### config.mk
export PLATFORM = sky130hd
export DESIGN_NAME = modem_status_scanner
export DESIGN_NICKNAME = d
export VERILOG_FILES = /design/src/shared/modem_scan_pkg.sv /design/src/rtl/modem_status_scanner.sv
export SDC_FILE = /design/constraint.sdc
export NUM_CORES = 1
export LEC_CHECK = 0
export BUFFER_PORTS_ARGS = -buffer_cell sky130_fd_sc_hd__buf_4
export CORE_MARGIN = 2
export CORE_UTILIZATION = 54
export CTS_CLUSTER_DIAMETER = 80
export DETAILED_ROUTE_END_ITERATION = 10
export HOLD_SLACK_MARGIN = 0.12
export PLACE_DENSITY = 0.82
export SLEW_MARGIN = 0
export SYNTH_ARGS = -nofsm -noshare
export SYNTH_HDL_FRONTEND = slang
export SYNTH_SLANG_ARGS = --single-unit
### constraint.sdc
create_clock -name clock_i -period 17.3 [get_ports clock_i]
set_clock_uncertainty 0.15 [all_clocks]
set_input_delay 0.865 -clock clock_i [delete_from_list [all_inputs] [get_ports clock_i]]
set_output_delay 0.865 -clock clock_i [all_outputs]
set_load 0.01 [all_outputs]
### src/shared/modem_scan_pkg.sv
/*
 * modem_scan_pkg: control/status word layout, line-status layout, timing counts
 * and shared types of the modem status scanner.
 * assumes a 125 MHz system clock.
 */
package modem_scan_pkg;
    // ==================================================================
    // clock and timing
    // ==================================================================
    localparam int CLK_PERIOD_PS = 8000;
    localparam int STEP_TIME_PS = 1200000;      // one line visit, 1.2 us
    localparam int WIPE_TIME_PS = 18800000;     // whole scan memory wipe, 18.8 us
    localparam int STEP_CYCLES = STEP_TIME_PS / CLK_PERIOD_PS;
    localparam int WIPE_CYCLES = WIPE_TIME_PS / CLK_PERIOD_PS;
    localparam int CNT_W = 12;
    // ==================================================================
    // geometry
    // ==================================================================
    localparam int NUM_LINES = 16;
    localparam int LINE_W = 4;
    localparam int STAT_W = 4;
    // ==================================================================
    // control/status word bit positions
    // ==================================================================
    localparam int CS_LINE_LO = 0;
    localparam int CS_BUSY = 4;
    localparam int CS_SCAN_EN = 5;
    localparam int CS_INT_EN = 6;
    localparam int CS_DONE = 7;
    localparam int CS_STEP = 8;
    localparam int CS_MAINT = 9;
    localparam int CS_CLR_MUX = 10;
    localparam int CS_CLR_SCAN = 11;
    localparam int CS_TRANS_LO = 12;
    // ==================================================================
    // status nibble positions (line-status bits 4..7 order)
    // ==================================================================
    localparam int ST_DSR = 0;
    localparam int ST_CTS = 1;
    localparam int ST_CAR = 2;
    localparam int ST_RING = 3;
    // line-status word control bit positions
    localparam int LS_LINE_EN = 0;
    localparam int LS_TERM_RDY = 1;
    localparam int LS_RTS = 2;
    localparam int LS_NEW_SYNC = 3;
    localparam int LS_STAT_LO = 4;
    localparam logic [15:0] RESET_WORD = 16'h0000;

    // per-line modem inputs
    typedef struct packed {
        logic ring;
        logic carrier_detect;
        logic clear_to_send;
        logic data_set_ready;
        logic secondary_receive;
        logic async_mode;
    } modem_in_type;

    // per-line modem control outputs
    typedef struct packed {
        logic new_sync;
        logic request_to_send;
        logic terminal_ready;
        logic line_enable;
    } modem_ctl_type;

    // scanner states, one-hot
    typedef enum logic [3:0] {
        ST_IDLE = 4'b0001,
        ST_SCAN = 4'b0010,
        ST_STEP = 4'b0100,
        ST_WIPE = 4'b1000
    } scan_state_type;
endpackage : modem_scan_pkg

### src/rtl/modem_status_scanner.sv
/*
 * modem_status_scanner: scans the enabled modems of sixteen lines, stops on a status
 * change and reports it in the control/status word; line-status word per line.
 * assumes single-cycle register strobes on the system clock and raw modem pins.
 */
// Behaviour
// - done set on enabled modem status change
// - done halts scan, latches transition bits
// - hold line number, show its status
// - done writable, cleared by init, clear-scan
// - step advances line counter by one
// - step checks new line, ignores done
// - step takes 1.2 us, ones only
// - clear-mux clears all line controls
// - clear-scan clears fields, wipes memory
// - compare fresh samples with scan memory
// - wiped memory shows on inputs as changes
// - bit 12 tracks set-ready, synchronous modems
// - bit 12 tracks secondary receive, asynchronous
// - bit 13 tracks clear-to-send either way
// - bit 14 tracks carrier either way
// - bit 15 only on ring rising
// - transition bits read-only, cleared by init
// - presettable line counter, cleared by init
// - scan cycles; stops within 1.2 us
// - busy while scanning or wiping
// - interrupt enabled done requests level four
`timescale 1ns/100ps
`default_nettype none
module modem_status_scanner
    import modem_scan_pkg::*;
(
    input wire logic clock_i,
    input wire logic sys_rst_i,
    input wire logic clk_en_i,
    input wire logic csr_wr_i,
    input wire logic [15:0] csr_wdata_i,
    output logic [15:0] csr_rdata_o,
    input wire logic lsr_wr_i,
    input wire logic [15:0] lsr_wdata_i,
    output logic [15:0] lsr_rdata_o,
    input wire modem_in_type [NUM_LINES-1:0] modem_i,
    output modem_ctl_type [NUM_LINES-1:0] modem_ctl_o,
    output logic irq_level4_o
);
    // ==================================================================
    // pin synchronisers: three stages, change taken when stages two and three agree
    // ==================================================================
    localparam int PIN_W = 6;
    logic [NUM_LINES-1:0][PIN_W-1:0] sync1_reg, sync2_reg, sync3_reg, pin_reg;
    logic [NUM_LINES-1:0][PIN_W-1:0] pin_next;
    always_comb
    begin
        pin_next = pin_reg;
        for (int i = 0; i < NUM_LINES; i++)
        begin
            for (int b = 0; b < PIN_W; b++)
            begin
                if (sync2_reg[i][b] == sync3_reg[i][b])
                    pin_next[i][b] = sync3_reg[i][b];
            end
        end
    end
    always_ff @(posedge clock_i or posedge sys_rst_i)
    begin
        if (sys_rst_i)
        begin
            sync1_reg <= '0;
            sync2_reg <= '0;
            sync3_reg <= '0;
            pin_reg <= '0;
        end
        else if (clk_en_i)
        begin
            sync1_reg <= modem_i;
            sync2_reg <= sync1_reg;
            sync3_reg <= sync2_reg;
            pin_reg <= pin_next;
        end
    end

    // ==================================================================
    // per-line present status nibble (ring, carrier, cts, first)
    // ==================================================================
    logic [NUM_LINES-1:0][STAT_W-1:0] live_stat;
    genvar g;
    generate
        for (g = 0; g < NUM_LINES; g++)
        begin : gen_stat
            // pin_reg order: ring, car, cts, dsr, secrx, async
            assign live_stat[g][ST_RING] = pin_reg[g][5];
            assign live_stat[g][ST_CAR] = pin_reg[g][4];
            assign live_stat[g][ST_CTS] = pin_reg[g][3];
            // first bit follows secondary receive for async modems
            assign live_stat[g][ST_DSR] = pin_reg[g][0] ? pin_reg[g][1] : pin_reg[g][2];
        end
    endgenerate

    // ==================================================================
    // registers of the scanner
    // ==================================================================
    scan_state_type state_reg, state_next;
    logic [LINE_W-1:0] line_reg, line_next;          // line counter
    logic scan_en_reg, scan_en_next;
    logic int_en_reg, int_en_next;
    logic done_reg, done_next;
    logic maint_reg, maint_next;                     // held only, no behaviour here
    logic [STAT_W-1:0] trans_reg, trans_next;        // transition field
    logic [CNT_W-1:0] cnt_reg, cnt_next;             // visit and wipe timer
    logic [NUM_LINES-1:0][STAT_W-1:0] mem_reg, mem_next;  // scan memory
    modem_ctl_type [NUM_LINES-1:0] ctl_reg, ctl_next;

    // change found on the selected line, gated by its enable
    logic [STAT_W-1:0] cur, old, diff;
    logic hit;
    logic found;                                     // change taken at the end of this visit
    always_comb
    begin
        cur = live_stat[line_reg];
        old = mem_reg[line_reg];
        diff = cur ^ old;
        // ring only counts off to on
        diff[ST_RING] = cur[ST_RING] & ~old[ST_RING];
        hit = ctl_reg[line_reg].line_enable & (diff != '0);
    end

    // ==================================================================
    // next-state logic for control word, counter, memory and sequencer
    // ==================================================================
    always_comb
    begin
        state_next = state_reg;
        line_next = line_reg;
        scan_en_next = scan_en_reg;
        int_en_next = int_en_reg;
        done_next = done_reg;
        maint_next = maint_reg;
        trans_next = trans_reg;
        cnt_next = cnt_reg;
        mem_next = mem_reg;
        ctl_next = ctl_reg;
        found = 1'b0;
        // per-line controls loaded through the selected line
        if (lsr_wr_i)
        begin
            ctl_next[line_reg].line_enable = lsr_wdata_i[LS_LINE_EN];
            ctl_next[line_reg].terminal_ready = lsr_wdata_i[LS_TERM_RDY];
            ctl_next[line_reg].request_to_send = lsr_wdata_i[LS_RTS];
            ctl_next[line_reg].new_sync = lsr_wdata_i[LS_NEW_SYNC];
        end
        // sequencer
        case (state_reg)
            ST_IDLE:
            begin
                if (scan_en_reg && !done_reg)
                begin
                    state_next = ST_SCAN;
                    cnt_next = CNT_W'(STEP_CYCLES - 1);
                end
            end
            ST_SCAN, ST_STEP:
            begin
                // each visit lasts one step time, so stopping takes at most that
                if (cnt_reg != '0)
                    cnt_next = cnt_reg - 1'b1;
                else
                begin
                    mem_next[line_reg] = cur;           // remember fresh sample
                    if (hit)
                    begin
                        done_next = 1'b1;
                        found = 1'b1;
                        trans_next = diff;
                        state_next = ST_IDLE;           // line stays put
                    end
                    else if (state_reg == ST_SCAN && scan_en_reg && !done_reg)
                    begin
                        line_next = line_reg + 1'b1;    // advance around the lines
                        cnt_next = CNT_W'(STEP_CYCLES - 1);
                    end
                    else
                        state_next = ST_IDLE;
                end
            end
            ST_WIPE:
            begin
                // memory zeroed, so any on input later looks like a rising change
                mem_next = '0;
                if (cnt_reg != '0)
                    cnt_next = cnt_reg - 1'b1;
                else
                    state_next = ST_IDLE;
            end
            default:
                state_next = ST_IDLE;
        endcase
        // host write of the control word
        if (csr_wr_i)
        begin
            line_next = csr_wdata_i[CS_LINE_LO +: LINE_W];      // preset
            scan_en_next = csr_wdata_i[CS_SCAN_EN];
            int_en_next = csr_wdata_i[CS_INT_EN];
            // a change found in the same cycle wins over the written done bit; only a clear scan in the same write drops it
            done_next = csr_wdata_i[CS_DONE] | found;
            maint_next = csr_wdata_i[CS_MAINT];
            // step ignores done; the step visit checks the new line
            if (csr_wdata_i[CS_STEP] && state_reg != ST_WIPE)
            begin
                line_next = line_reg + 1'b1;
                state_next = ST_STEP;
                cnt_next = CNT_W'(STEP_CYCLES - 1);
            end
            if (csr_wdata_i[CS_CLR_MUX])
                ctl_next = '0;
            if (csr_wdata_i[CS_CLR_SCAN])
            begin
                line_next = '0;
                scan_en_next = 1'b0;
                int_en_next = 1'b0;
                done_next = 1'b0;
                maint_next = 1'b0;
                trans_next = '0;
                mem_next = '0;
                state_next = ST_WIPE;
                cnt_next = CNT_W'(WIPE_CYCLES - 1);
            end
        end
    end

    always_ff @(posedge clock_i or posedge sys_rst_i)
    begin
        if (sys_rst_i)
        begin
            state_reg <= ST_IDLE;
            line_reg <= '0;
            scan_en_reg <= 1'b0;
            int_en_reg <= 1'b0;
            done_reg <= 1'b0;
            maint_reg <= 1'b0;
            trans_reg <= '0;
            cnt_reg <= '0;
            mem_reg <= '0;
            ctl_reg <= '0;
        end
        else if (clk_en_i)
        begin
            state_reg <= state_next;
            line_reg <= line_next;
            scan_en_reg <= scan_en_next;
            int_en_reg <= int_en_next;
            done_reg <= done_next;
            maint_reg <= maint_next;
            trans_reg <= trans_next;
            cnt_reg <= cnt_next;
            mem_reg <= mem_next;
            ctl_reg <= ctl_next;
        end
    end

    // ==================================================================
    // read data and outputs
    // ==================================================================
    logic busy;
    always_comb
    begin
        busy = (state_reg != ST_IDLE);
        csr_rdata_o = RESET_WORD;
        csr_rdata_o[CS_LINE_LO +: LINE_W] = line_reg;
        csr_rdata_o[CS_BUSY] = busy;
        csr_rdata_o[CS_SCAN_EN] = scan_en_reg;
        csr_rdata_o[CS_INT_EN] = int_en_reg;
        csr_rdata_o[CS_DONE] = done_reg;
        csr_rdata_o[CS_MAINT] = maint_reg;
        // command bits always read zero
        csr_rdata_o[CS_TRANS_LO +: STAT_W] = trans_reg;
        lsr_rdata_o = RESET_WORD;
        lsr_rdata_o[LS_LINE_EN] = ctl_reg[line_reg].line_enable;
        lsr_rdata_o[LS_TERM_RDY] = ctl_reg[line_reg].terminal_ready;
        lsr_rdata_o[LS_RTS] = ctl_reg[line_reg].request_to_send;
        lsr_rdata_o[LS_NEW_SYNC] = ctl_reg[line_reg].new_sync;
        // present levels of the selected enabled modem
        lsr_rdata_o[LS_STAT_LO +: STAT_W] = ctl_reg[line_reg].line_enable ? cur : '0;
    end
    assign modem_ctl_o = ctl_reg;
    assign irq_level4_o = done_reg & int_en_reg;
endmodule : modem_status_scanner
`default_nettype wire

# Word level (Yosys, flattened, before mapping)
# Index checks and enable logic that the tools add are counted.
[word_totals]
out_inout_bits = 97
elab_cells = 543
in_bits = 133
reg_bits = 540
[classes]
add_sub_neg = 2
n_bitwise = 6
n_reduce_logical = 111
n_lt_le_gt_ge = 2
eq_ne = 104
n_mux = 86
[ops]
columns = ["op", "n"]
rows = [
  ["two-way mux 64 bit", 6],
  ["bitwise mux 64 bit", 5],
  ["AND reduction 2 bit", 97],
  ["case mux 64 bit (2 select lines)", 1],
  ["two-way mux 4 bit", 26],
  ["equality test 1 bit", 96],
  ["two-way mux 12 bit", 8],
  ["demux 4 bit (select 4 bit)", 5],
  ["binary-select mux 4 bit (select 4 bit)", 3],
  ["case mux 12 bit (3 select lines)", 1],
  ["two-way mux 1 bit", 28],
  ["case mux 4 bit (3 select lines)", 1],
  ["nonzero test 12 bit", 1],
  ["subtractor 12 x 1 -> 12 bit, second input constant", 1],
  ["nonzero test 2 bit", 3],
  ["logical AND 1 bit", 5],
  ["< comparator 4 x 5 -> 1 bit, second input constant", 1],
  ["AND reduction 5 bit", 1],
  ["adder 4 x 1 -> 4 bit, second input constant", 1],
  ["equality test 4 x 1 -> 1 bit, second input constant", 1],
  ["equality test 4 x 2 -> 1 bit, second input constant", 1],
  ["equality test 4 x 3 -> 1 bit, second input constant", 1],
  ["equality test 4 bit, second input constant", 1],
  [">= comparator 4 x 1 -> 1 bit, second input constant", 1],
  ["13 further kinds", 16],
]

# Longest topological paths before layout
# Gate-level depths: netlist of run 1.
[logic_depth]
ltp_word = 12
depth_mapped = 12

# Worst setup path after synthesis of run 1
# OpenSTA, ideal clock, no wires.
[synth_timing]
path_type = "register to output"
start = "register line_reg[0]"
end = "output lsr_rdata_o[1]"
n_path_buf = 4
t_required_ps = 16285
stages_incl_launch_ff = 7
arrival_ps = 2695
path_slack_ps = 13590
path_cell_list = "dfrtp_1 buf_6 buf_2 buf_2 buf_1 mux4_2 mux4_2"
[synth_via]
elab_chain_cells = 2
[synth_lines]
columns = ["item", "line_no", "text"]
rows = [
  ["start: declaration", "modem_status_scanner.sv:103", "logic [LINE_W-1:0] line_reg, line_next;"],
  ["start signal: assignment", "modem_status_scanner.sv:248", "line_reg <= line_next;"],
  ["binary-select mux 4 bit (select 4 bit)", "modem_status_scanner.sv:278", "lsr_rdata_o[LS_TERM_RDY] = ctl_reg[line_reg].terminal_ready;"],
  ["two-way mux 4 bit", "-", ""],
  ["end: declaration", "modem_status_scanner.sv:41", "output logic [15:0] lsr_rdata_o,"],
]
# Every way passes these cells. The select of a mux whose other input is x is not followed.

# Worst setup path after layout of run 1
[layout_timing]
start = "register line_reg[1]"
end = "output lsr_rdata_o[4]"
[layout_via]
elab_chain_cells = 3
[layout_lines]
columns = ["item", "line_no", "text"]
rows = [
  ["binary-select mux 4 bit (select 4 bit), on equally long branches", "modem_status_scanner.sv:119, modem_status_scanner.sv:282", ""],
  ["two-way mux 4 bit, on equally long branches", "modem_status_scanner.sv:119, modem_status_scanner.sv:282", ""],
  ["two-way mux 4 bit (*)", "modem_status_scanner.sv:282", "lsr_rdata_o[LS_STAT_LO +: STAT_W] = ctl_reg[line_reg].line_enable ? cur : '0;"],
]
# Mark *: on every way between the ends. The rest lies on a longest branch, timed or not. The select of a mux whose other input is x is not followed.

==> run metrics, run 1 <==
post-route setup slack 12.56 ns; Slew Limit Fails 0; Clock transition at path regs 0.06 ns; via-per-instance ratio 5.82; status finished clean; mapped cell area 24000 um2; Synth area leader dfrtp_1; min cycle time layout 4.74 ns; Hold WC Path Type in -> async; DPL Wire Length 34.8 mm; total grt overflow 0; Clk Latency, worst-skew pair 0.61 ns; Total Power 3.66 mW; Total GRT Usage 0.236; RSZ-0062 raised after global routing false; Top FF cell, synth dfrtp_1; GPL Wtd Cong 0.889; Lkg Pwr 12.3 nW; final wirelength 53.5 mm; Place WS 12.66 ns; Worst EP arrival 3.72 ns; Synth Instances 2035; initial core utilization 0.544; CTS Hold Buffers Added 0; DR vias 16376; Power Dens Cells 133 nW/um2; Die Y 215 um; Yosys warning count 0; H-tree depth 2; Port Buffer Count 201; Area growth, synth to finish 15.3%; Yosys top cell area share 0.563; post-cts sizing count 0; fmax 0.211 GHz; initial antenna violation count 2; worst path required time 16.28 ns; io pins 230; number of hold violations in the final report 0; Seq cells post-synth 540; largest net degree at the start of global routing 252; ys async rst share 1.00; setup bufs post-CTS 0; sequential element share of the synthesized area 0.564; Netlist cell types 70; Die Wd 215 um; critical path type reg -> out; Post-synth EDFFs 0; fin util 0.627; number of routed nets with antenna violations 0; CTS Buf Count 54; core area 44000 um2; final setup fails 0; CP Launch Type register; commonest non-fill, non-tap cell in the layout dfrtp_1; R2R cell count 10; first-pass GRT wire length 87.7 mm; drt first pass iters 6; synthesized area per cell 11.8 um2; most frequent cells in the layout dfrtp_1, mux2_2, a21oi_1; Remaining DRCs 0; Sink Count 540; Layout Nets 2320; Max FO, Critical Path 39; Wirelength per Cell 19.0 um; Tcrit/Tclk final 0.274; Setup TNS 0 ns; crit end category output port; final-layout fill cell count 3319; CP startpoint line_reg[1]$_DFFE_PP0P_; number of global-route vias before repair 16653; fin area 27600 um2; Cell Rows 77; max cap viols 0; synth top area cells dfrtp_1, mux2_2, a21oi_1; Max-slew headroom 0.177; Die ar. 46100 um2; worst slew pin tran 1.23 ns; reg2reg start line_reg[0]$_DFFE_PP0P_; DP Area 25800 um2; first-iteration detailed-routing DRC count 1583; number of buffers on the longest clock path 3; share of layout cells above drive strength 1 0.292; clock root cell clkbuf_16; VDD IR max 0.0866 mV; TritonCTS clock tree yes
[synth_stat cells, types with 5 or more instances]
cell      number
nand3_1       56
inv_1         13
mux4_2        35
nor3_1        12
and2_1         5
a22oi_1       10
nand2_1      163
clkbuf_1      93
nor2_1       155
ha_1           5
o21ai_0       96
buf_2          6
dfrtp_1      539
mux2i_1       50
nor2b_1        5
buf_1         16
nand2b_1     103
mux2_2       292
and3_1         6
a22o_1        13
mux4_1        13
a21oi_1      254
a31oi_1       11
buf_4         16
[metal layers]
layer,track usage,part of all wire,up-vias
li1,-,-,7493
met2,0.387,0.48,583
met5,0,0.00024,-
met3,0.0548,0.072,111
met4,0.0796,0.029,2
met1,0.313,0.42,8187
[layout make-up]
| class | count | area (um2) | area share |
|---|---|---|---|
| Inverter | 13 | 56.3 | 0.00204 |
| Clock buffer | 75 | 1540 | 0.0558 |
| Multi-Input combinational cell | 1357 | 9830 | 0.356 |
| Timing Repair Buffer | 216 | 1650 | 0.0599 |
| Sequential cell | 540 | 13500 | 0.489 |
| Tap cell | 592 | 741 | 0.0268 |
| Clock inverter | 21 | 274 | 0.00992 |
| Antenna cell | 1 | 2.50 | 0.0000906 |
[final timing paths]
check                                            end  slack, ns
hold reg to reg              mem_reg[16]$_DFFE_PP0P_       0.33
min in group clock_i         mem_reg[16]$_DFFE_PP0P_       0.33
max in group asynchronous  sync2_reg[49]$_DFFE_PP0P_      13.58
setup / recovery                      lsr_rdata_o[4]      12.56
setup reg to reg             line_reg[2]$_DFFE_PP0P_      12.86
hold / removal             sync2_reg[72]$_DFFE_PP0P_       0.24
[power by group]
group | internal (mW) | total [mW] | leakage (nW) | switching [mW]
Clock | 0.697 | 1.19 | 0.880 | 0.493
Sequential | 1.47 | 1.65 | 6.74 | 0.185
Combinational | 0.369 | 0.821 | 4.67 | 0.452
Total | 2.53 | 3.66 | 12.3 | 1.13
[worst max-delay path: stages (launching register included)]
cell and delay, ns:
dfrtp_2 0.66, buf_4 0.63, inv_1 0.38, a2111oi_0 0.68, o31ai_1 0.15, nor2_1 0.31
nor2_1 0.07, buf_4 0.20
[cells by family after synthesis]
family                     after synthesis  synth area share
DFF                                    540             0.564
and+or+nand+nor                        528             0.102
AOI/OAI and AO/OA                      419            0.0972
muxes                                  390             0.205
buffers and inverters                  148            0.0274
adders and majority gates                5           0.00261
xor gates and xnor gates                 4           0.00146
other                                    1          0.000157
[stage by stage]
stage / instances / hold slack (ns)
detailed placement: 2718 / 0.315
finish: 2815 / 0.240
floorplan: 2045 / 0.292
global route: 2814 / 0.318
CTS: 2814 / 0.307
global placement: 2718 / 0.305
No activity file was read; power rests on OpenSTA's default activity.
==> run 2, diff against run 1 <==
- CORE_UTILIZATION: 54 -> 59
- PLACE_DENSITY: 0.82 -> 0.84
- clock period: 17.3 -> 4.5 ns (I/O delays scaled with it)
==> run 2 against run 1 <==
Non-clock buffer count rose by 145; clock power rose to 3.8 times the previous value; first-iteration DRC count fell by 5.7%; core utilization rose by 9.8 points; critical path type is now reg -> reg; worst setup slack got worse by 12 ns; largest power group unchanged; flip-flop and latch count did not move; cell area rose by 4.9%; global-route usage rose by 4.7 points; combinational power rose to 4.0 times the previous value; die area fell by 8.3%.
==> run metrics, run 2 (synthesized netlist as in run 1, its figures left out) <==
status finished clean; Pint 9.82 mW; ant diodes 0; worst path required time 4.83 ns; Total GRT Usage 0.283; DR vias 17365; commonest non-fill, non-tap cell in the layout dfrtp_1; initial core utilization 0.600; Clk Latency, worst-skew pair 0.60 ns; CP Launch Type register; Remaining DRCs 0; Die Wd 206 um; final wirelength 58.5 mm; Gate power share 0.230; Die ar. 42200 um2; final setup fails 0; Hold Slack 0.164 ns; VDD IR max 0.304 mV; GPL Wtd Cong 0.897; slowest cell on the critical path dfrtp_4; slowest stage delay, CP 0.81 ns; Die Y 206 um; number of global-route vias before repair 17491; first-pass GRT wire length 93.8 mm; crit end category register; CTS Buf Count 54; worst slew pin tran 1.16 ns; via-per-instance ratio 6.00; min cycle time layout 4.27 ns; critical path type reg -> reg; Worst EP arrival 4.61 ns; Clock transition at path regs 0.07 ns; number of hold violations in the final report 0; Max FO, Critical Path 37; largest net degree at the start of global routing 178; H-tree depth 2; cells along the critical path mux4_1 -> a22oi_1 -> nand2_1 -> xnor2_1 -> or2_1 -> o41ai_4 -> a21o_4 -> o311ai_1 -> a22o_1 -> dlygate4sd3_1; first-iteration detailed-routing DRC count 1492; TritonCTS clock tree yes; Power Dens Cells 491 nW/um2; drt first pass iters 6; Area growth, synth to finish 20.9%; NetSw 4.40 mW; Tcrit/Tclk final 0.950; DPL Wire Length 35.9 mm; Place WS 0.799 ns; Setup TNS 0 ns; Sink Count 540; Max-slew headroom 0.224; Port Buffer Count 201; post-cts sizing count 0; initial antenna violation count 0; share of layout cells above drive strength 1 0.277; Slew Limit Fails 0; RSZ-0062 raised after global routing false; number of buffers on the longest clock path 3; post-route setup slack 0.225 ns; fmax 0.234 GHz; max cap viols 0; Hold WC Path Type in -> async; total grt overflow 0; fin util 0.726; Cell Rows 73; io pins 230; number of routed nets with antenna violations 0; Clock Power Share 0.318; Lkg Pwr 12.9 nW; Layout Nets 2465; Total Power 14.2 mW; core area 39900 um2; setup bufs post-CTS 0; Net Sw Frac 0.310; Reg power frac 0.452; most frequent cells in the layout dfrtp_1, mux2_2, a21oi_1; clock root cell clkbuf_16; Wirelength per Cell 20.2 um
==> run 2: critical path, delay by kind of cell, from the launching register on <==
kind                   cells  cell delay [ns]
AO/OA/AOI/OAI              5             1.28
XOR/XNOR                   1             0.20
buffers and inverters      1             0.56
flip-flops                 1             0.81
multiplexers               1             0.65
AND/OR/NAND/NOR            2             0.50
==> run 2: final cells by class <==
cell class	count	area [um2]
Sequential cell	540	13500
Fill cell	2547	10900
Multi-Input combinational cell	1357	9830
Timing Repair Buffer	361	3140
Clock buffer	77	1530
Tap cell	525	657
Clock inverter	20	238
Inverter	13	52.6
==> run 2: path summary, 6_finish.rpt <==
kind / from / endpoint / slack (ns) / cells after the start
setup / recovery: line_reg[0]$_DFFE_PP0P_ / line_reg[2]$_DFFE_PP0P_ / 0.23 / 10
hold / removal: sys_rst_i / cnt_reg[9]$_DFFE_PP0P_ / 0.16 / 3
setup reg to reg: line_reg[0]$_DFFE_PP0P_ / line_reg[2]$_DFFE_PP0P_ / 0.23 / 10
hold reg to reg: mem_reg[41]$_DFFE_PP0P_ / mem_reg[41]$_DFFE_PP0P_ / 0.33 / 2
max in group asynchronous: sys_rst_i / live_stat[55]$_DFFE_PP0P_ / 2.73 / 5
min in group clock_i: modem_i[78] / sync1_reg[78]$_DFFE_PP0P_ / 0.25 / 3
==> run 2: metrics by stage <==
| step | instances | cell area (um2) |
|---|---|---|
| finish | 2893 | 29000 |
| global route | 2893 | 29000 |
| CTS | 2893 | 29000 |
| detailed placement | 2662 | 25900 |
| global placement | 2662 | 25900 |
| floorplan | 2045 | 24000 |
==> run 2: power by group through the flow <==
stage / clock [mW] / sequential (mW) / combinational, mW
floorplan: 0 / 6.19 / 2.22
global placement: 0 / 6.39 / 2.96
detailed placement: 0 / 6.46 / 3.08
CTS: 4.57 / 6.39 / 3.22
global route: 4.79 / 6.53 / 3.56
finish: 4.52 / 6.43 / 3.28
==> run 2: metal layers <==
| metal | vias to the layer above | share of wire | global-route usage |
|---|---|---|---|
| li1 | 7778 | - | - |
| met1 | 8750 | 0.40 | 0.366 |
| met2 | 684 | 0.50 | 0.479 |
| met3 | 153 | 0.068 | 0.0521 |
| met4 | 0 | 0.034 | 0.106 |
| met5 | - | 0 | 0 |
==> run 2: repair_timing <==
| action | 4_1_cts | 5_1_grt |
|---|---|---|
| setup endpoints to repair | 0 | 0 |
| hold endpoints to repair | 327 | 0 |
| hold buffers | 134 | 0 |
